<file path="config.mk">
export PLATFORM = sky130hd
export DESIGN_NAME = tdc_trap_ctrl
export DESIGN_NICKNAME = d
export VERILOG_FILES = /design/src/tdc_pkg.sv /design/src/tdc_trap_ctrl.sv
export SDC_FILE = /design/constraint.sdc
export NUM_CORES = 1
export LEC_CHECK = 0
export BUFFER_PORTS_ARGS = -buffer_cell sky130_fd_sc_hd__buf_2
export CAP_MARGIN = 20
export CORE_MARGIN = 1
export CORE_UTILIZATION = 55
export CTS_BUF_LIST = sky130_fd_sc_hd__clkbuf_8 sky130_fd_sc_hd__clkbuf_16
export DETAILED_ROUTE_END_ITERATION = 8
export PLACE_DENSITY = 0.79
export SLEW_MARGIN = 20
export SYNTH_ARGS = -nofsm -noshare
export SYNTH_HDL_FRONTEND = slang
export SYNTH_SLANG_ARGS = --single-unit
</file>
<file path="constraint.sdc">
create_clock -name i_clk -period 7.1 [get_ports i_clk]
set_input_delay 1.42 -clock i_clk [delete_from_list [all_inputs] [get_ports i_clk]]
set_output_delay 1.42 -clock i_clk [all_outputs]
set_load 0.1 [all_outputs]
</file>
<file path="src/tdc_pkg.sv">
// Package of constants, types and the state record for the trap and debug-entry controller.
package tdc_pkg;
   // Register offsets on the plain register port (byte addresses).
   localparam logic [7:0] OFF_MSTATUS = 8'h00;
   localparam logic [7:0] OFF_MIE = 8'h04;
   localparam logic [7:0] OFF_MIP = 8'h08;
   localparam logic [7:0] OFF_MTVEC = 8'h0C;
   localparam logic [7:0] OFF_MEPC = 8'h10;
   localparam logic [7:0] OFF_MCAUSE = 8'h14;
   localparam logic [7:0] OFF_DCSR = 8'h18;
   localparam logic [7:0] OFF_DPC = 8'h1C;
   localparam logic [7:0] OFF_DSCRATCH0 = 8'h20;
   localparam logic [7:0] OFF_DSCRATCH1 = 8'h24;
   localparam logic [7:0] OFF_TSELECT = 8'h28;
   localparam logic [7:0] OFF_TDATA1 = 8'h2C;
   localparam logic [7:0] OFF_TDATA2 = 8'h30;
   // Field positions.
   localparam int MSTATUS_MIE_BIT = 3;
   localparam int MSTATUS_MPIE_BIT = 7;
   localparam int DCSR_EBREAKM_BIT = 15;
   localparam int DCSR_CAUSE_LSB = 6;
   localparam int TDATA1_EXEC_BIT = 2;
   localparam int TRIGGER_DEBUG_ONLY_BIT_BIT = 27;
   localparam int TDATA1_TYPE_LSB = 28;
   localparam logic [3:0] TDATA1_TYPE_MATCH = 4'h2;
   localparam int MTVEC_BASE_LSB = 8;
   // Interrupt lines and the mask of lines that exist.
   localparam logic [4:0] IRQ_MSI = 5'h03;
   localparam logic [4:0] IRQ_MTI = 5'h07;
   localparam logic [4:0] IRQ_MEI = 5'h0B;
   localparam int IRQ_CUSTOM_LSB = 16;
   localparam logic [31:0] IRQ_MASK = 32'hFFFF_0888;
   // Exception cause codes.
   localparam logic [4:0] CAUSE_ILLEGAL = 5'h02;
   localparam logic [4:0] CAUSE_BREAK = 5'h03;
   localparam logic [4:0] CAUSE_ECALL_M = 5'h0B;
   // Debug entry causes.
   localparam logic [2:0] DBG_CAUSE_EBREAK = 3'h1;
   localparam logic [2:0] DBG_CAUSE_TRIGGER = 3'h2;
   localparam logic [2:0] DBG_CAUSE_HALTREQ = 3'h3;
   // Fixed instruction encodings.
   localparam logic [31:0] INSN_ECALL = 32'h0000_0073;
   localparam logic [31:0] INSN_EBREAK = 32'h0010_0073;
   localparam logic [31:0] INSN_CEBREAK = 32'h0000_9002;
   localparam logic [31:0] INSN_URET = 32'h0020_0073;
   localparam logic [31:0] INSN_MRET = 32'h3020_0073;
   localparam logic [31:0] INSN_DRET = 32'h7B20_0073;
   localparam logic [6:0] OPC_SYSTEM = 7'h73;
   localparam logic [11:0] CSR_DEBUG_LO = 12'h7B0;
   localparam logic [11:0] CSR_DEBUG_HI = 12'h7B3;
   localparam logic [11:0] CSR_FLOAT_HI = 12'h003;
   // Build options: no floating point and no custom instructions.
   localparam bit FPU_PARAM = 1'b0;
   localparam bit CUSTOM_EXT_PARAM = 1'b0;

   typedef enum logic [1:0] {ST_HAVERESET, ST_RUNNING, ST_HALTED} tdc_mode_t;

   // Decode-stage instruction presented by the pipeline.
   typedef struct packed {
      logic valid;
      logic [31:0] insn;
      logic [31:0] pc;
   } tdc_insn_t;

   // Redirect order sent back to the fetch unit.
   typedef struct packed {
      logic valid;
      logic kill;
      logic [31:0] pc;
   } tdc_redir_t;

   typedef struct packed {
      logic [31:0] irq_s1;
      logic [31:0] irq_s2;
      logic fe_s1;
      logic fe_s2;
      tdc_mode_t mode;
      logic mie_g;
      logic mpie;
      logic [31:0] mie_en;
      logic [23:0] mtvec_base;
      logic mtvec_mode;
      logic [31:0] mepc;
      logic mcause_irq;
      logic [4:0] mcause_code;
      logic ebreakm;
      logic [2:0] dcause;
      logic [31:0] dpc;
      logic [31:0] dscratch0;
      logic [31:0] dscratch1;
      logic trig_exec;
      logic [31:0] tdata2;
      logic irq_ack;
      logic [4:0] irq_id;
      tdc_redir_t redir;
      logic [31:0] rdata;
      logic havereset;
      logic running;
      logic halted;
   } tdc_state_t;
endpackage : tdc_pkg

</file>
<file path="src/tdc_trap_ctrl.sv">
// Trap, interrupt and debug-entry controller for a 32-bit machine-mode core.
`timescale 1ns/1ps
// Summary of operation
// - After reset every interrupt enable is clear.
// - Take an interrupt only with global and line enable set; lines are levels.
// - Custom lines 31..16 sit in the upper half of enable and pending.
// - Priority is 31..16, then 11, then 3, timer 7 last.
// - Acknowledge pulses one cycle with the 5-bit index of the taken line.
// - In Debug Mode every interrupt is ignored.
// - Cause codes are 2 illegal, 3 breakpoint, 11 machine environment call.
// - Illegal instruction and environment call can never be suppressed.
// - Undefined major opcodes are illegal; without floating point all float work is illegal.
// - Trap entry clears the global enable; hardware never nests traps.
// - Debug entry saves PC in DPC, cause in DCSR, jumps to halt address.
// - Enter Debug Mode on halt request, trigger match, or ebreak with EBREAKM.
// - The decode instruction seen as the halt request rises does not execute.
// - Reset-seen, running and halted are never asserted together.
// - Reset-seen is set in reset, cleared after fetch permit is seen high.
// - Ebreak in Debug Mode returns to the halt address, no status change.
// - Exceptions, mret or uret in Debug Mode go to the debug exception address.
// - Debug CSR access outside Debug Mode is an illegal instruction.
// - One trigger matches instruction addresses and can enter Debug Mode.
// - Trigger debug-only bit reads 1; outside Debug Mode trigger writes are dropped.
// - Lines 11, 7 and 3 are machine external, timer and software interrupts.
// - Trap entry saves PC in mepc and stacks the enable; mret restores both.
// - Exceptions go to the base; vectored interrupts go to base plus four times id.
module tdc_trap_ctrl (
   input wire logic i_clk,
   input wire logic i_rst,
   input wire logic [31:0] i_irq,
   input wire logic i_fetch_enable,
   input wire logic i_debug_req,
   input wire logic [31:0] i_halt_entry_address,
   input wire logic [31:0] i_debug_exception_address,
   input wire tdc_pkg::tdc_insn_t i_insn,
   input wire logic [7:0] i_addr,
   input wire logic [31:0] i_wdata,
   input wire logic i_we,
   input wire logic i_re,
   output logic [31:0] o_rdata,
   output logic o_irq_ack,
   output logic [4:0] o_taken_interrupt_index,
   output tdc_pkg::tdc_redir_t o_redir,
   output logic o_havereset,
   output logic o_running,
   output logic o_halted
);
   import tdc_pkg::*;

   tdc_state_t st_r;
   tdc_state_t st_nxt;
   logic [31:0] irq_pend;
   logic irq_hit;
   logic [4:0] irq_sel;
   logic trig_hit;
   logic insn_illegal;
   logic is_ebreak;
   logic take_irq;
   logic [6:0] opc;
   logic [11:0] csr_num;

   // Enabled pending lines; the custom lines live in the upper half of both masks.
   assign irq_pend = st_r.irq_s2 & st_r.mie_en & IRQ_MASK;
   assign irq_hit = (|irq_pend) && st_r.mie_g && (st_r.mode == ST_RUNNING);
   assign opc = i_insn.insn[6:0];
   assign csr_num = i_insn.insn[31:20];
   assign is_ebreak = (i_insn.insn == INSN_EBREAK) || (i_insn.insn == INSN_CEBREAK);
   // Address trigger only fires in normal mode, so debug code cannot re-trip it.
   assign trig_hit = st_r.trig_exec && i_insn.valid && (i_insn.pc == st_r.tdata2) &&
                     (st_r.mode == ST_RUNNING);
   assign take_irq = irq_hit && i_insn.valid && !i_debug_req && !trig_hit;

   // Fixed priority; later assignments win, so the lowest priority is tested first.
   always_comb begin
      irq_sel = IRQ_MTI;
      if (irq_pend[IRQ_MSI]) begin
         irq_sel = IRQ_MSI;
      end
      if (irq_pend[IRQ_MEI]) begin
         irq_sel = IRQ_MEI;
      end
      for (int i = IRQ_CUSTOM_LSB; i < 32; i++) begin
         if (irq_pend[i]) begin
            irq_sel = 5'(i);
         end
      end
   end

   // Legality check on major opcodes; compressed forms are assumed checked upstream.
   always_comb begin
      insn_illegal = 1'b1;
      unique case (opc)
         7'h03, 7'h0F, 7'h13, 7'h17, 7'h23, 7'h33, 7'h37, 7'h63, 7'h67, 7'h6F: begin
            insn_illegal = 1'b0;
         end
         7'h07, 7'h27, 7'h43, 7'h47, 7'h4B, 7'h4F, 7'h53: begin
            insn_illegal = !FPU_PARAM;
         end
         7'h0B, 7'h2B, 7'h5B, 7'h7B: begin
            insn_illegal = !CUSTOM_EXT_PARAM;
         end
         OPC_SYSTEM: begin
            if (i_insn.insn[14:12] == 3'h0) begin
               insn_illegal = !((i_insn.insn == INSN_ECALL) || (i_insn.insn == INSN_EBREAK) ||
                                (i_insn.insn == INSN_MRET) || (i_insn.insn == INSN_URET) ||
                                ((i_insn.insn == INSN_DRET) && (st_r.mode == ST_HALTED)));
            end else if (i_insn.insn[14:12] == 3'h4) begin
               insn_illegal = 1'b1;
            end else if ((csr_num >= CSR_DEBUG_LO) && (csr_num <= CSR_DEBUG_HI)) begin
               insn_illegal = (st_r.mode != ST_HALTED);
            end else if ((csr_num != 12'h000) && (csr_num <= CSR_FLOAT_HI)) begin
               insn_illegal = !FPU_PARAM;
            end else begin
               insn_illegal = 1'b0;
            end
         end
         default: begin
            insn_illegal = !((opc[1:0] != 2'h3) || (i_insn.insn == INSN_CEBREAK));
         end
      endcase
   end

   // Next-state logic: synchronisers, bus, then trap sequencing; hardware wins over bus.
   always_comb begin
      st_nxt = st_r;
      st_nxt.irq_s1 = i_irq;
      st_nxt.irq_s2 = st_r.irq_s1;
      st_nxt.fe_s1 = i_fetch_enable;
      st_nxt.fe_s2 = st_r.fe_s1;
      st_nxt.irq_ack = 1'b0;
      st_nxt.redir = '0;
      st_nxt.rdata = 32'h0000_0000;
      // Read data for a strobe in this cycle appears in the next cycle only.
      if (i_re) begin
         unique case (i_addr)
            OFF_MSTATUS: begin
               st_nxt.rdata[MSTATUS_MIE_BIT] = st_r.mie_g;
               st_nxt.rdata[MSTATUS_MPIE_BIT] = st_r.mpie;
            end
            OFF_MIE: st_nxt.rdata = st_r.mie_en;
            OFF_MIP: st_nxt.rdata = st_r.irq_s2 & IRQ_MASK;
            OFF_MTVEC: st_nxt.rdata = {st_r.mtvec_base, 7'h00, st_r.mtvec_mode};
            OFF_MEPC: st_nxt.rdata = st_r.mepc;
            OFF_MCAUSE: st_nxt.rdata = {st_r.mcause_irq, 26'h0, st_r.mcause_code};
            OFF_DCSR: begin
               st_nxt.rdata[DCSR_EBREAKM_BIT] = st_r.ebreakm;
               st_nxt.rdata[DCSR_CAUSE_LSB +: 3] = st_r.dcause;
            end
            OFF_DPC: st_nxt.rdata = st_r.dpc;
            OFF_DSCRATCH0: st_nxt.rdata = st_r.dscratch0;
            OFF_DSCRATCH1: st_nxt.rdata = st_r.dscratch1;
            OFF_TDATA1: begin
               st_nxt.rdata[TDATA1_TYPE_LSB +: 4] = TDATA1_TYPE_MATCH;
               st_nxt.rdata[TRIGGER_DEBUG_ONLY_BIT_BIT] = 1'b1;
               st_nxt.rdata[TDATA1_EXEC_BIT] = st_r.trig_exec;
            end
            OFF_TDATA2: st_nxt.rdata = st_r.tdata2;
            default: st_nxt.rdata = 32'h0000_0000;
         endcase
      end
      if (i_we) begin
         unique case (i_addr)
            OFF_MSTATUS: begin
               st_nxt.mie_g = i_wdata[MSTATUS_MIE_BIT];
               st_nxt.mpie = i_wdata[MSTATUS_MPIE_BIT];
            end
            OFF_MIE: st_nxt.mie_en = i_wdata & IRQ_MASK;
            OFF_MTVEC: begin
               st_nxt.mtvec_base = i_wdata[31:MTVEC_BASE_LSB];
               st_nxt.mtvec_mode = i_wdata[0];
            end
            OFF_MEPC: st_nxt.mepc = {i_wdata[31:1], 1'b0};
            OFF_MCAUSE: begin
               st_nxt.mcause_irq = i_wdata[31];
               st_nxt.mcause_code = i_wdata[4:0];
            end
            OFF_DCSR: st_nxt.ebreakm = i_wdata[DCSR_EBREAKM_BIT];
            OFF_DPC: st_nxt.dpc = {i_wdata[31:1], 1'b0};
            OFF_DSCRATCH0: st_nxt.dscratch0 = i_wdata;
            OFF_DSCRATCH1: st_nxt.dscratch1 = i_wdata;
            OFF_TDATA1: begin
               if (st_r.mode == ST_HALTED) begin
                  st_nxt.trig_exec = i_wdata[TDATA1_EXEC_BIT];
               end
            end
            OFF_TDATA2: begin
               if (st_r.mode == ST_HALTED) begin
                  st_nxt.tdata2 = i_wdata;
               end
            end
            default: begin
            end
         endcase
      end
      // Trap and debug sequencing.
      unique case (st_r.mode)
         ST_HAVERESET: begin
            // Leave the reset-seen state only once the permit has been sampled high.
            if (st_r.fe_s2) begin
               st_nxt.mode = ST_RUNNING;
               if (i_debug_req) begin
                  st_nxt.mode = ST_HALTED;
                  st_nxt.dpc = i_insn.pc;
                  st_nxt.dcause = DBG_CAUSE_HALTREQ;
                  st_nxt.redir = '{valid: 1'b1, kill: 1'b1, pc: i_halt_entry_address};
               end
            end
         end
         ST_RUNNING: begin
            if (i_debug_req || trig_hit ||
                (i_insn.valid && is_ebreak && st_r.ebreakm && !irq_hit)) begin
               // Debug entry kills the decode instruction; halt request and trigger beat any interrupt, an enabled interrupt beats ebreak.
               st_nxt.mode = ST_HALTED;
               st_nxt.dpc = i_insn.pc;
               st_nxt.dcause = i_debug_req ? DBG_CAUSE_HALTREQ :
                               (trig_hit ? DBG_CAUSE_TRIGGER : DBG_CAUSE_EBREAK);
               st_nxt.redir = '{valid: 1'b1, kill: 1'b1, pc: i_halt_entry_address};
            end else if (take_irq) begin
               st_nxt.irq_ack = 1'b1;
               st_nxt.irq_id = irq_sel;
               st_nxt.mepc = i_insn.pc;
               st_nxt.mpie = st_r.mie_g;
               st_nxt.mie_g = 1'b0;
               st_nxt.mcause_irq = 1'b1;
               st_nxt.mcause_code = irq_sel;
               st_nxt.redir.valid = 1'b1;
               st_nxt.redir.kill = 1'b1;
               st_nxt.redir.pc = {st_r.mtvec_base, 8'h00};
               if (st_r.mtvec_mode) begin
                  st_nxt.redir.pc = {st_r.mtvec_base, 1'b0, irq_sel, 2'h0};
               end
            end else if (i_insn.valid) begin
               if (insn_illegal || is_ebreak || (i_insn.insn == INSN_ECALL)) begin
                  // No enable can mask illegal instruction or ecall; ebreak reaches here only with EBREAKM clear.
                  st_nxt.mcause_irq = 1'b0;
                  st_nxt.mcause_code = insn_illegal ? CAUSE_ILLEGAL :
                                       (is_ebreak ? CAUSE_BREAK : CAUSE_ECALL_M);
                  st_nxt.mepc = i_insn.pc;
                  st_nxt.mpie = st_r.mie_g;
                  st_nxt.mie_g = 1'b0;
                  st_nxt.redir = '{valid: 1'b1, kill: 1'b1, pc: {st_r.mtvec_base, 8'h00}};
               end else if (i_insn.insn == INSN_MRET) begin
                  st_nxt.mie_g = st_r.mpie;
                  st_nxt.mpie = 1'b1;
                  st_nxt.redir = '{valid: 1'b1, kill: 1'b1, pc: st_r.mepc};
               end
            end
         end
         ST_HALTED: begin
            // Debug code never touches machine status; it bounces between entries until dret returns to DPC.
            if (i_insn.valid) begin
               if (is_ebreak) begin
                  st_nxt.redir = '{valid: 1'b1, kill: 1'b1, pc: i_halt_entry_address};
               end else if (insn_illegal || (i_insn.insn == INSN_ECALL) ||
                            (i_insn.insn == INSN_MRET) || (i_insn.insn == INSN_URET)) begin
                  st_nxt.redir = '{valid: 1'b1, kill: 1'b1,
                                   pc: i_debug_exception_address};
               end else if (i_insn.insn == INSN_DRET) begin
                  st_nxt.mode = ST_RUNNING;
                  st_nxt.redir = '{valid: 1'b1, kill: 1'b1, pc: st_r.dpc};
               end
            end
         end
      endcase
      // Status pins decode the next mode so exactly one is ever high.
      st_nxt.havereset = (st_nxt.mode == ST_HAVERESET);
      st_nxt.running = (st_nxt.mode == ST_RUNNING);
      st_nxt.halted = (st_nxt.mode == ST_HALTED);
   end

   // State register; synchronous reset leaves every enable clear and reset-seen high.
   always_ff @(posedge i_clk) begin
      if (i_rst) begin
         st_r <= '0;
         st_r.mode <= ST_HAVERESET;
         st_r.havereset <= 1'b1;
      end else begin
         st_r <= st_nxt;
      end
   end

   // Outputs come straight from the state register.
   assign o_rdata = st_r.rdata;
   assign o_irq_ack = st_r.irq_ack;
   assign o_taken_interrupt_index = st_r.irq_id;
   assign o_redir = st_r.redir;
   assign o_havereset = st_r.havereset;
   assign o_running = st_r.running;
   assign o_halted = st_r.halted;

   // Checks on the outputs against their causes.
   property p_status_onehot;
      @(posedge i_clk) disable iff (i_rst) $onehot({o_havereset, o_running, o_halted});
   endproperty
   a_status_onehot: assert property (p_status_onehot) else $error("status not one-hot");

   property p_reset_seen;
      @(posedge i_clk) i_rst |=> o_havereset && !o_irq_ack && (st_r.mie_en == 32'h0);
   endproperty
   a_reset_seen: assert property (p_reset_seen) else $error("reset state wrong");

   property p_ack_pulse;
      @(posedge i_clk) disable iff (i_rst) o_irq_ack |-> !st_r.mie_g ##1 !o_irq_ack;
   endproperty
   a_ack_pulse: assert property (p_ack_pulse) else $error("ack longer than one cycle");

   property p_no_irq_in_debug;
      @(posedge i_clk) disable iff (i_rst) (st_r.mode == ST_HALTED) |=> !o_irq_ack;
   endproperty
   a_no_irq_in_debug: assert property (p_no_irq_in_debug) else $error("irq taken in debug");

   property p_halt_beats_irq;
      @(posedge i_clk) disable iff (i_rst)
         (st_r.mode == ST_RUNNING) && i_debug_req |=> !o_irq_ack && o_halted && o_redir.kill;
   endproperty
   a_halt_beats_irq: assert property (p_halt_beats_irq) else $error("halt lost to irq");

   property p_ack_id_valid;
      @(posedge i_clk) disable iff (i_rst)
         o_irq_ack |-> IRQ_MASK[o_taken_interrupt_index] && st_r.mcause_irq &&
                       (st_r.mcause_code == o_taken_interrupt_index);
   endproperty
   a_ack_id_valid: assert property (p_ack_id_valid) else $error("bad taken index");

   property p_trigger_locked;
      @(posedge i_clk) disable iff (i_rst)
         (st_r.mode != ST_HALTED) && i_we && (i_addr == OFF_TDATA2) |=>
            (st_r.tdata2 == $past(st_r.tdata2));
   endproperty
   a_trigger_locked: assert property (p_trigger_locked) else $error("trigger written");

   property p_ecall_cause;
      @(posedge i_clk) disable iff (i_rst)
         (st_r.mode == ST_RUNNING) && i_insn.valid && (i_insn.insn == INSN_ECALL) &&
         !i_debug_req && !trig_hit && !irq_hit |=>
            o_redir.valid && (st_r.mcause_code == CAUSE_ECALL_M) && !st_r.mcause_irq;
   endproperty
   a_ecall_cause: assert property (p_ecall_cause) else $error("ecall not raised");

   property p_debug_return;
      @(posedge i_clk) disable iff (i_rst)
         (st_r.mode == ST_HALTED) && i_insn.valid && is_ebreak |=>
            o_redir.valid && (o_redir.pc == $past(i_halt_entry_address)) && o_halted;
   endproperty
   a_debug_return: assert property (p_debug_return) else $error("debug ebreak misrouted");

   // A halt request in normal mode parks the decode PC and the cause before jumping.
   property p_halt_entry;
      @(posedge i_clk) disable iff (i_rst)
         (st_r.mode == ST_RUNNING) && i_debug_req |=>
            (o_redir.pc == $past(i_halt_entry_address)) && (st_r.dpc == $past(i_insn.pc)) &&
            (st_r.dcause == DBG_CAUSE_HALTREQ);
   endproperty
   a_halt_entry: assert property (p_halt_entry) else $error("bad halt entry");

   // Debug CSR accesses are only legal while halted.
   property p_dbg_csr_locked;
      @(posedge i_clk) disable iff (i_rst)
         (st_r.mode != ST_HALTED) && (opc == OPC_SYSTEM) && (i_insn.insn[14:12] != 3'h0) &&
         (i_insn.insn[14:12] != 3'h4) && (csr_num >= CSR_DEBUG_LO) && (csr_num <= CSR_DEBUG_HI)
            |-> insn_illegal;
   endproperty
   a_dbg_csr_locked: assert property (p_dbg_csr_locked) else $error("debug csr open");

   // Without the fetch permit the status stays at reset-seen.
   property p_reset_wait;
      @(posedge i_clk) disable iff (i_rst)
         (st_r.mode == ST_HAVERESET) && !st_r.fe_s2 |=> o_havereset && !o_running && !o_halted;
   endproperty
   a_reset_wait: assert property (p_reset_wait) else $error("left reset early");

   // The handler address follows the table base and, when vectored, the taken index.
   property p_irq_target;
      @(posedge i_clk) disable iff (i_rst)
         o_irq_ack |-> o_redir.valid &&
            (o_redir.pc[31:MTVEC_BASE_LSB] == $past(st_r.mtvec_base)) &&
            (o_redir.pc[7:0] == ($past(st_r.mtvec_mode) ? {1'b0, o_taken_interrupt_index, 2'h0} :
                                 8'h00));
   endproperty
   a_irq_target: assert property (p_irq_target) else $error("bad handler address");
endmodule : tdc_trap_ctrl

</file>
==> summary.txt <==
Outcome -> finished clean
Worst-skew pair later-pin latency -> 0.53 ns
Stages on the worst setup path -> 10
Residual DRC count -> 0
Finished Layout Cells -> 2479
Nets -> 2283
Post-synthesis instance total -> 1960
Worst Clk Skew -> 0.0255 ns
DR top layer -> met5
Worst Setup Start Kind -> input pin
CP arrival -> 5.38 ns
Final core occ -> 64.4%
CP Capture Type -> register
Net Count, Synth -> 2170
Distinct cells, synth -> 77
Share of post-route cells with drive strength above 1 -> 19.2%
WL per Instance -> 24.1 um
Met1 Routed Length -> 21.5 mm
Max-cap violations -> 0
Most frequent cells in the layout -> 382 x nand2_1, 332 x dfxtp_1, 267 x buf_2, 225 x a21oi_1
CP bufs+invs -> 2
Total gr overflow -> 0
Cell taking the most area after synthesis -> dfxtp_1
Cell Chain, Critical Path -> buf_2 > xor2_1 > nor4_1 > nand4_1 > nor3_1 > nor3_4 > o21ai_4 > buf_12 > nor2_1 > a211oi_1
Final Wtd Congestion -> 0.969
Routed Antenna Nets -> 0
Most used DFF post-synth -> dfxtp_1
Min cycle time layout -> 4.96 ns
CTS tree -> done
Layout fillers -> 2429
Clk sinks -> 332
CTS resizes -> 0
#FFs+latches synth -> 332
Vias per cell -> 6.53
Worst Hold Class -> reg -> reg
PortBufs -> 268
Commonest non-fill, non-tap cell in the layout -> nand2_1
Relative slew slack -> 25.9%
Max frequency -> 202 MHz
CTS buffer count -> 36
Vias in the first global route -> 15055
Pwr Density -> 255 nW/um2
IO Pins -> 282
Router iterations before antenna repair -> 9
Initial antenna violation count -> 6
Largest net degree at the start of global routing -> 215
Die X -> 172 um
Worst-Margin Slew -> 1.10 ns
Core Region -> 28100 um2
Root Driver -> clkbuf_16
Finish-stage setup viols -> 0
CTS Hold Bufs -> 0
CP max FO -> 40
Post-synth ARST share -> 0%
DRT Wirelength -> 59.9 mm
Crit Path Category -> in -> reg
Critical path's slowest cell -> nor3_1
Iter 0 DRT Violations -> 2615
Max clock buf depth -> 3
Delay-heaviest family, CP -> simple AND/OR/NAND/NOR gates
First-pass GRT wire length -> 88.7 mm
Die area -> 29600 um2
Number of flops mapped to enable cells by yosys -> 0
Die span in y -> 172 um
R2R depth -> 9
Hold depth -> 1
Leak -> 6.97 nW
Final hold vios -> 0
H-tree depth -> 2
Post-Place Cells -> 2412
Max incr delay on CP -> 0.89 ns
Unrepaired setup endpoints after global routing -> no
Clock slew at reported path FFs -> 0.06 ns
Yosys top cell area share -> 41.8%
Routed wl met2 -> 25.7 mm
Synthesis-to-layout area growth -> 13.7%
Effective utilization at floorplan -> 56.6%
Required @ worst endpoint -> 7.52 ns
Post-route setup TNS -> 0 ns
GRT Overall Usage -> 39.9%
IR Drop Worst-Case VDD -> 0.000184 V
Post-synthesis sequential area ratio -> 41.8%
Final slew viol count -> 0
Cell Rows -> 61
Syn Area/Cell -> 8.11 um2
WL met3 -> 7.25 mm
Ys Warns -> 0
Final worst path period share -> 69.9%
Area contributors post-synth -> dfxtp_1 42%, nand2_1 9.1%, a21oi_1 7.1%
Hpwl dp -> 39.7 mm
Sequential Area -> 6650 um2
Postcts setup bufs -> 0
Via count -> 16182
Footprint of the multi-input gates -> 8180 um2
Synthesized cell area -> 15900 um2
## synth_stat cells (all sizes together), types with 12 or more instances
cell,n
buf,96
clkbuf,121
a221oi,21
o21ai,86
nor2,75
a211oi,48
a21oi,226
a22o,19
nor4,19
nand3,62
inv,12
nor3,18
nand4,14
mux2i,68
nor2b,44
a22oi,85
a31oi,34
dfxtp,332
o22ai,15
nand2,387
and2,12
or2,15
xor2,29
## sequential cells by signal, summed over array words and instances, names as in the netlist
signal                   flops
st_r                       238
o_redir                     33
o_rdata                     32
st_nxt                      20
o_taken_interrupt_index      5
o_halted                     1
o_havereset                  1
o_irq_ack                    1
o_running                    1
## where the power goes
part | total [mW] | leakage (nW) | internal [mW] | switching, mW
sequential | 2.01 | 2.69 | 1.94 | 0.0695
combinational | 0.731 | 3.66 | 0.184 | 0.546
clock | 1.87 | 0.621 | 1.10 | 0.770
## stage by stage
step	power (mW)	cell area [um2]	worst slack, ns	hold WS, ns
2_1_floorplan	2.56	15900	3.01	0.414
3_3_place_gp	2.74	16900	1.88	0.417
3_5_place_dp	2.75	16900	1.86	0.425
4_1_cts	4.58	18100	2.36	0.437
5_1_grt	4.73	18100	1.95	0.464
6_report	4.61	18100	2.14	0.433
## final cells by class
| class | count | area share [%] |
|---|---|---|
| clock inverter | 22 | 1.06 |
| sequential | 332 | 36.8 |
| clock buffer | 42 | 5.44 |
| inverter | 12 | 0.249 |
| multi-input combinational | 1399 | 45.2 |
| antenna | 2 | 0.0277 |
| tap | 378 | 2.62 |
| timing repair buffer | 292 | 8.62 |
## routing by layer
| metal | track usage [%] | vias to the layer above |
|---|---|---|
| met3 | 9.50 | 259 |
| met5 | 0 | - |
| met2 | 60.1 | 1195 |
| li1 | - | 7185 |
| met4 | 32.6 | 4 |
| met1 | 48.6 | 7539 |
## final timing paths
check / from / to / slack [ns]
worst max register to register: st_r[101]$_SDFFE_PP0P_ / st_r[227]$_SDFF_PP0_ / 2.80
worst min register to register: st_nxt[331]$_SDFF_PP0_ / st_r[331]$_SDFF_PP0_ / 0.43
worst min-delay path: st_nxt[331]$_SDFF_PP0_ / st_r[331]$_SDFF_PP0_ / 0.43
worst max-delay path: i_insn[26] / st_r[227]$_SDFF_PP0_ / 2.14
## cells by family (layout without fill, tap and decap cells)
family                     count (synthesis)  after routing  synth area share, %
DFF                                      332            332                 41.8
buffers and inverters                    229            368                 7.27
AOI/OAI and AO/OA                        607            607                 24.8
and+or+nand+nor                          686            686                 19.7
other                                      0              2                    0
adders and majority gates                  3              3                0.236
xor gates and xnor gates                  32             32                 1.76
muxes                                     71             71                 4.49
Note: power is estimated with default switching activity, not from simulation.
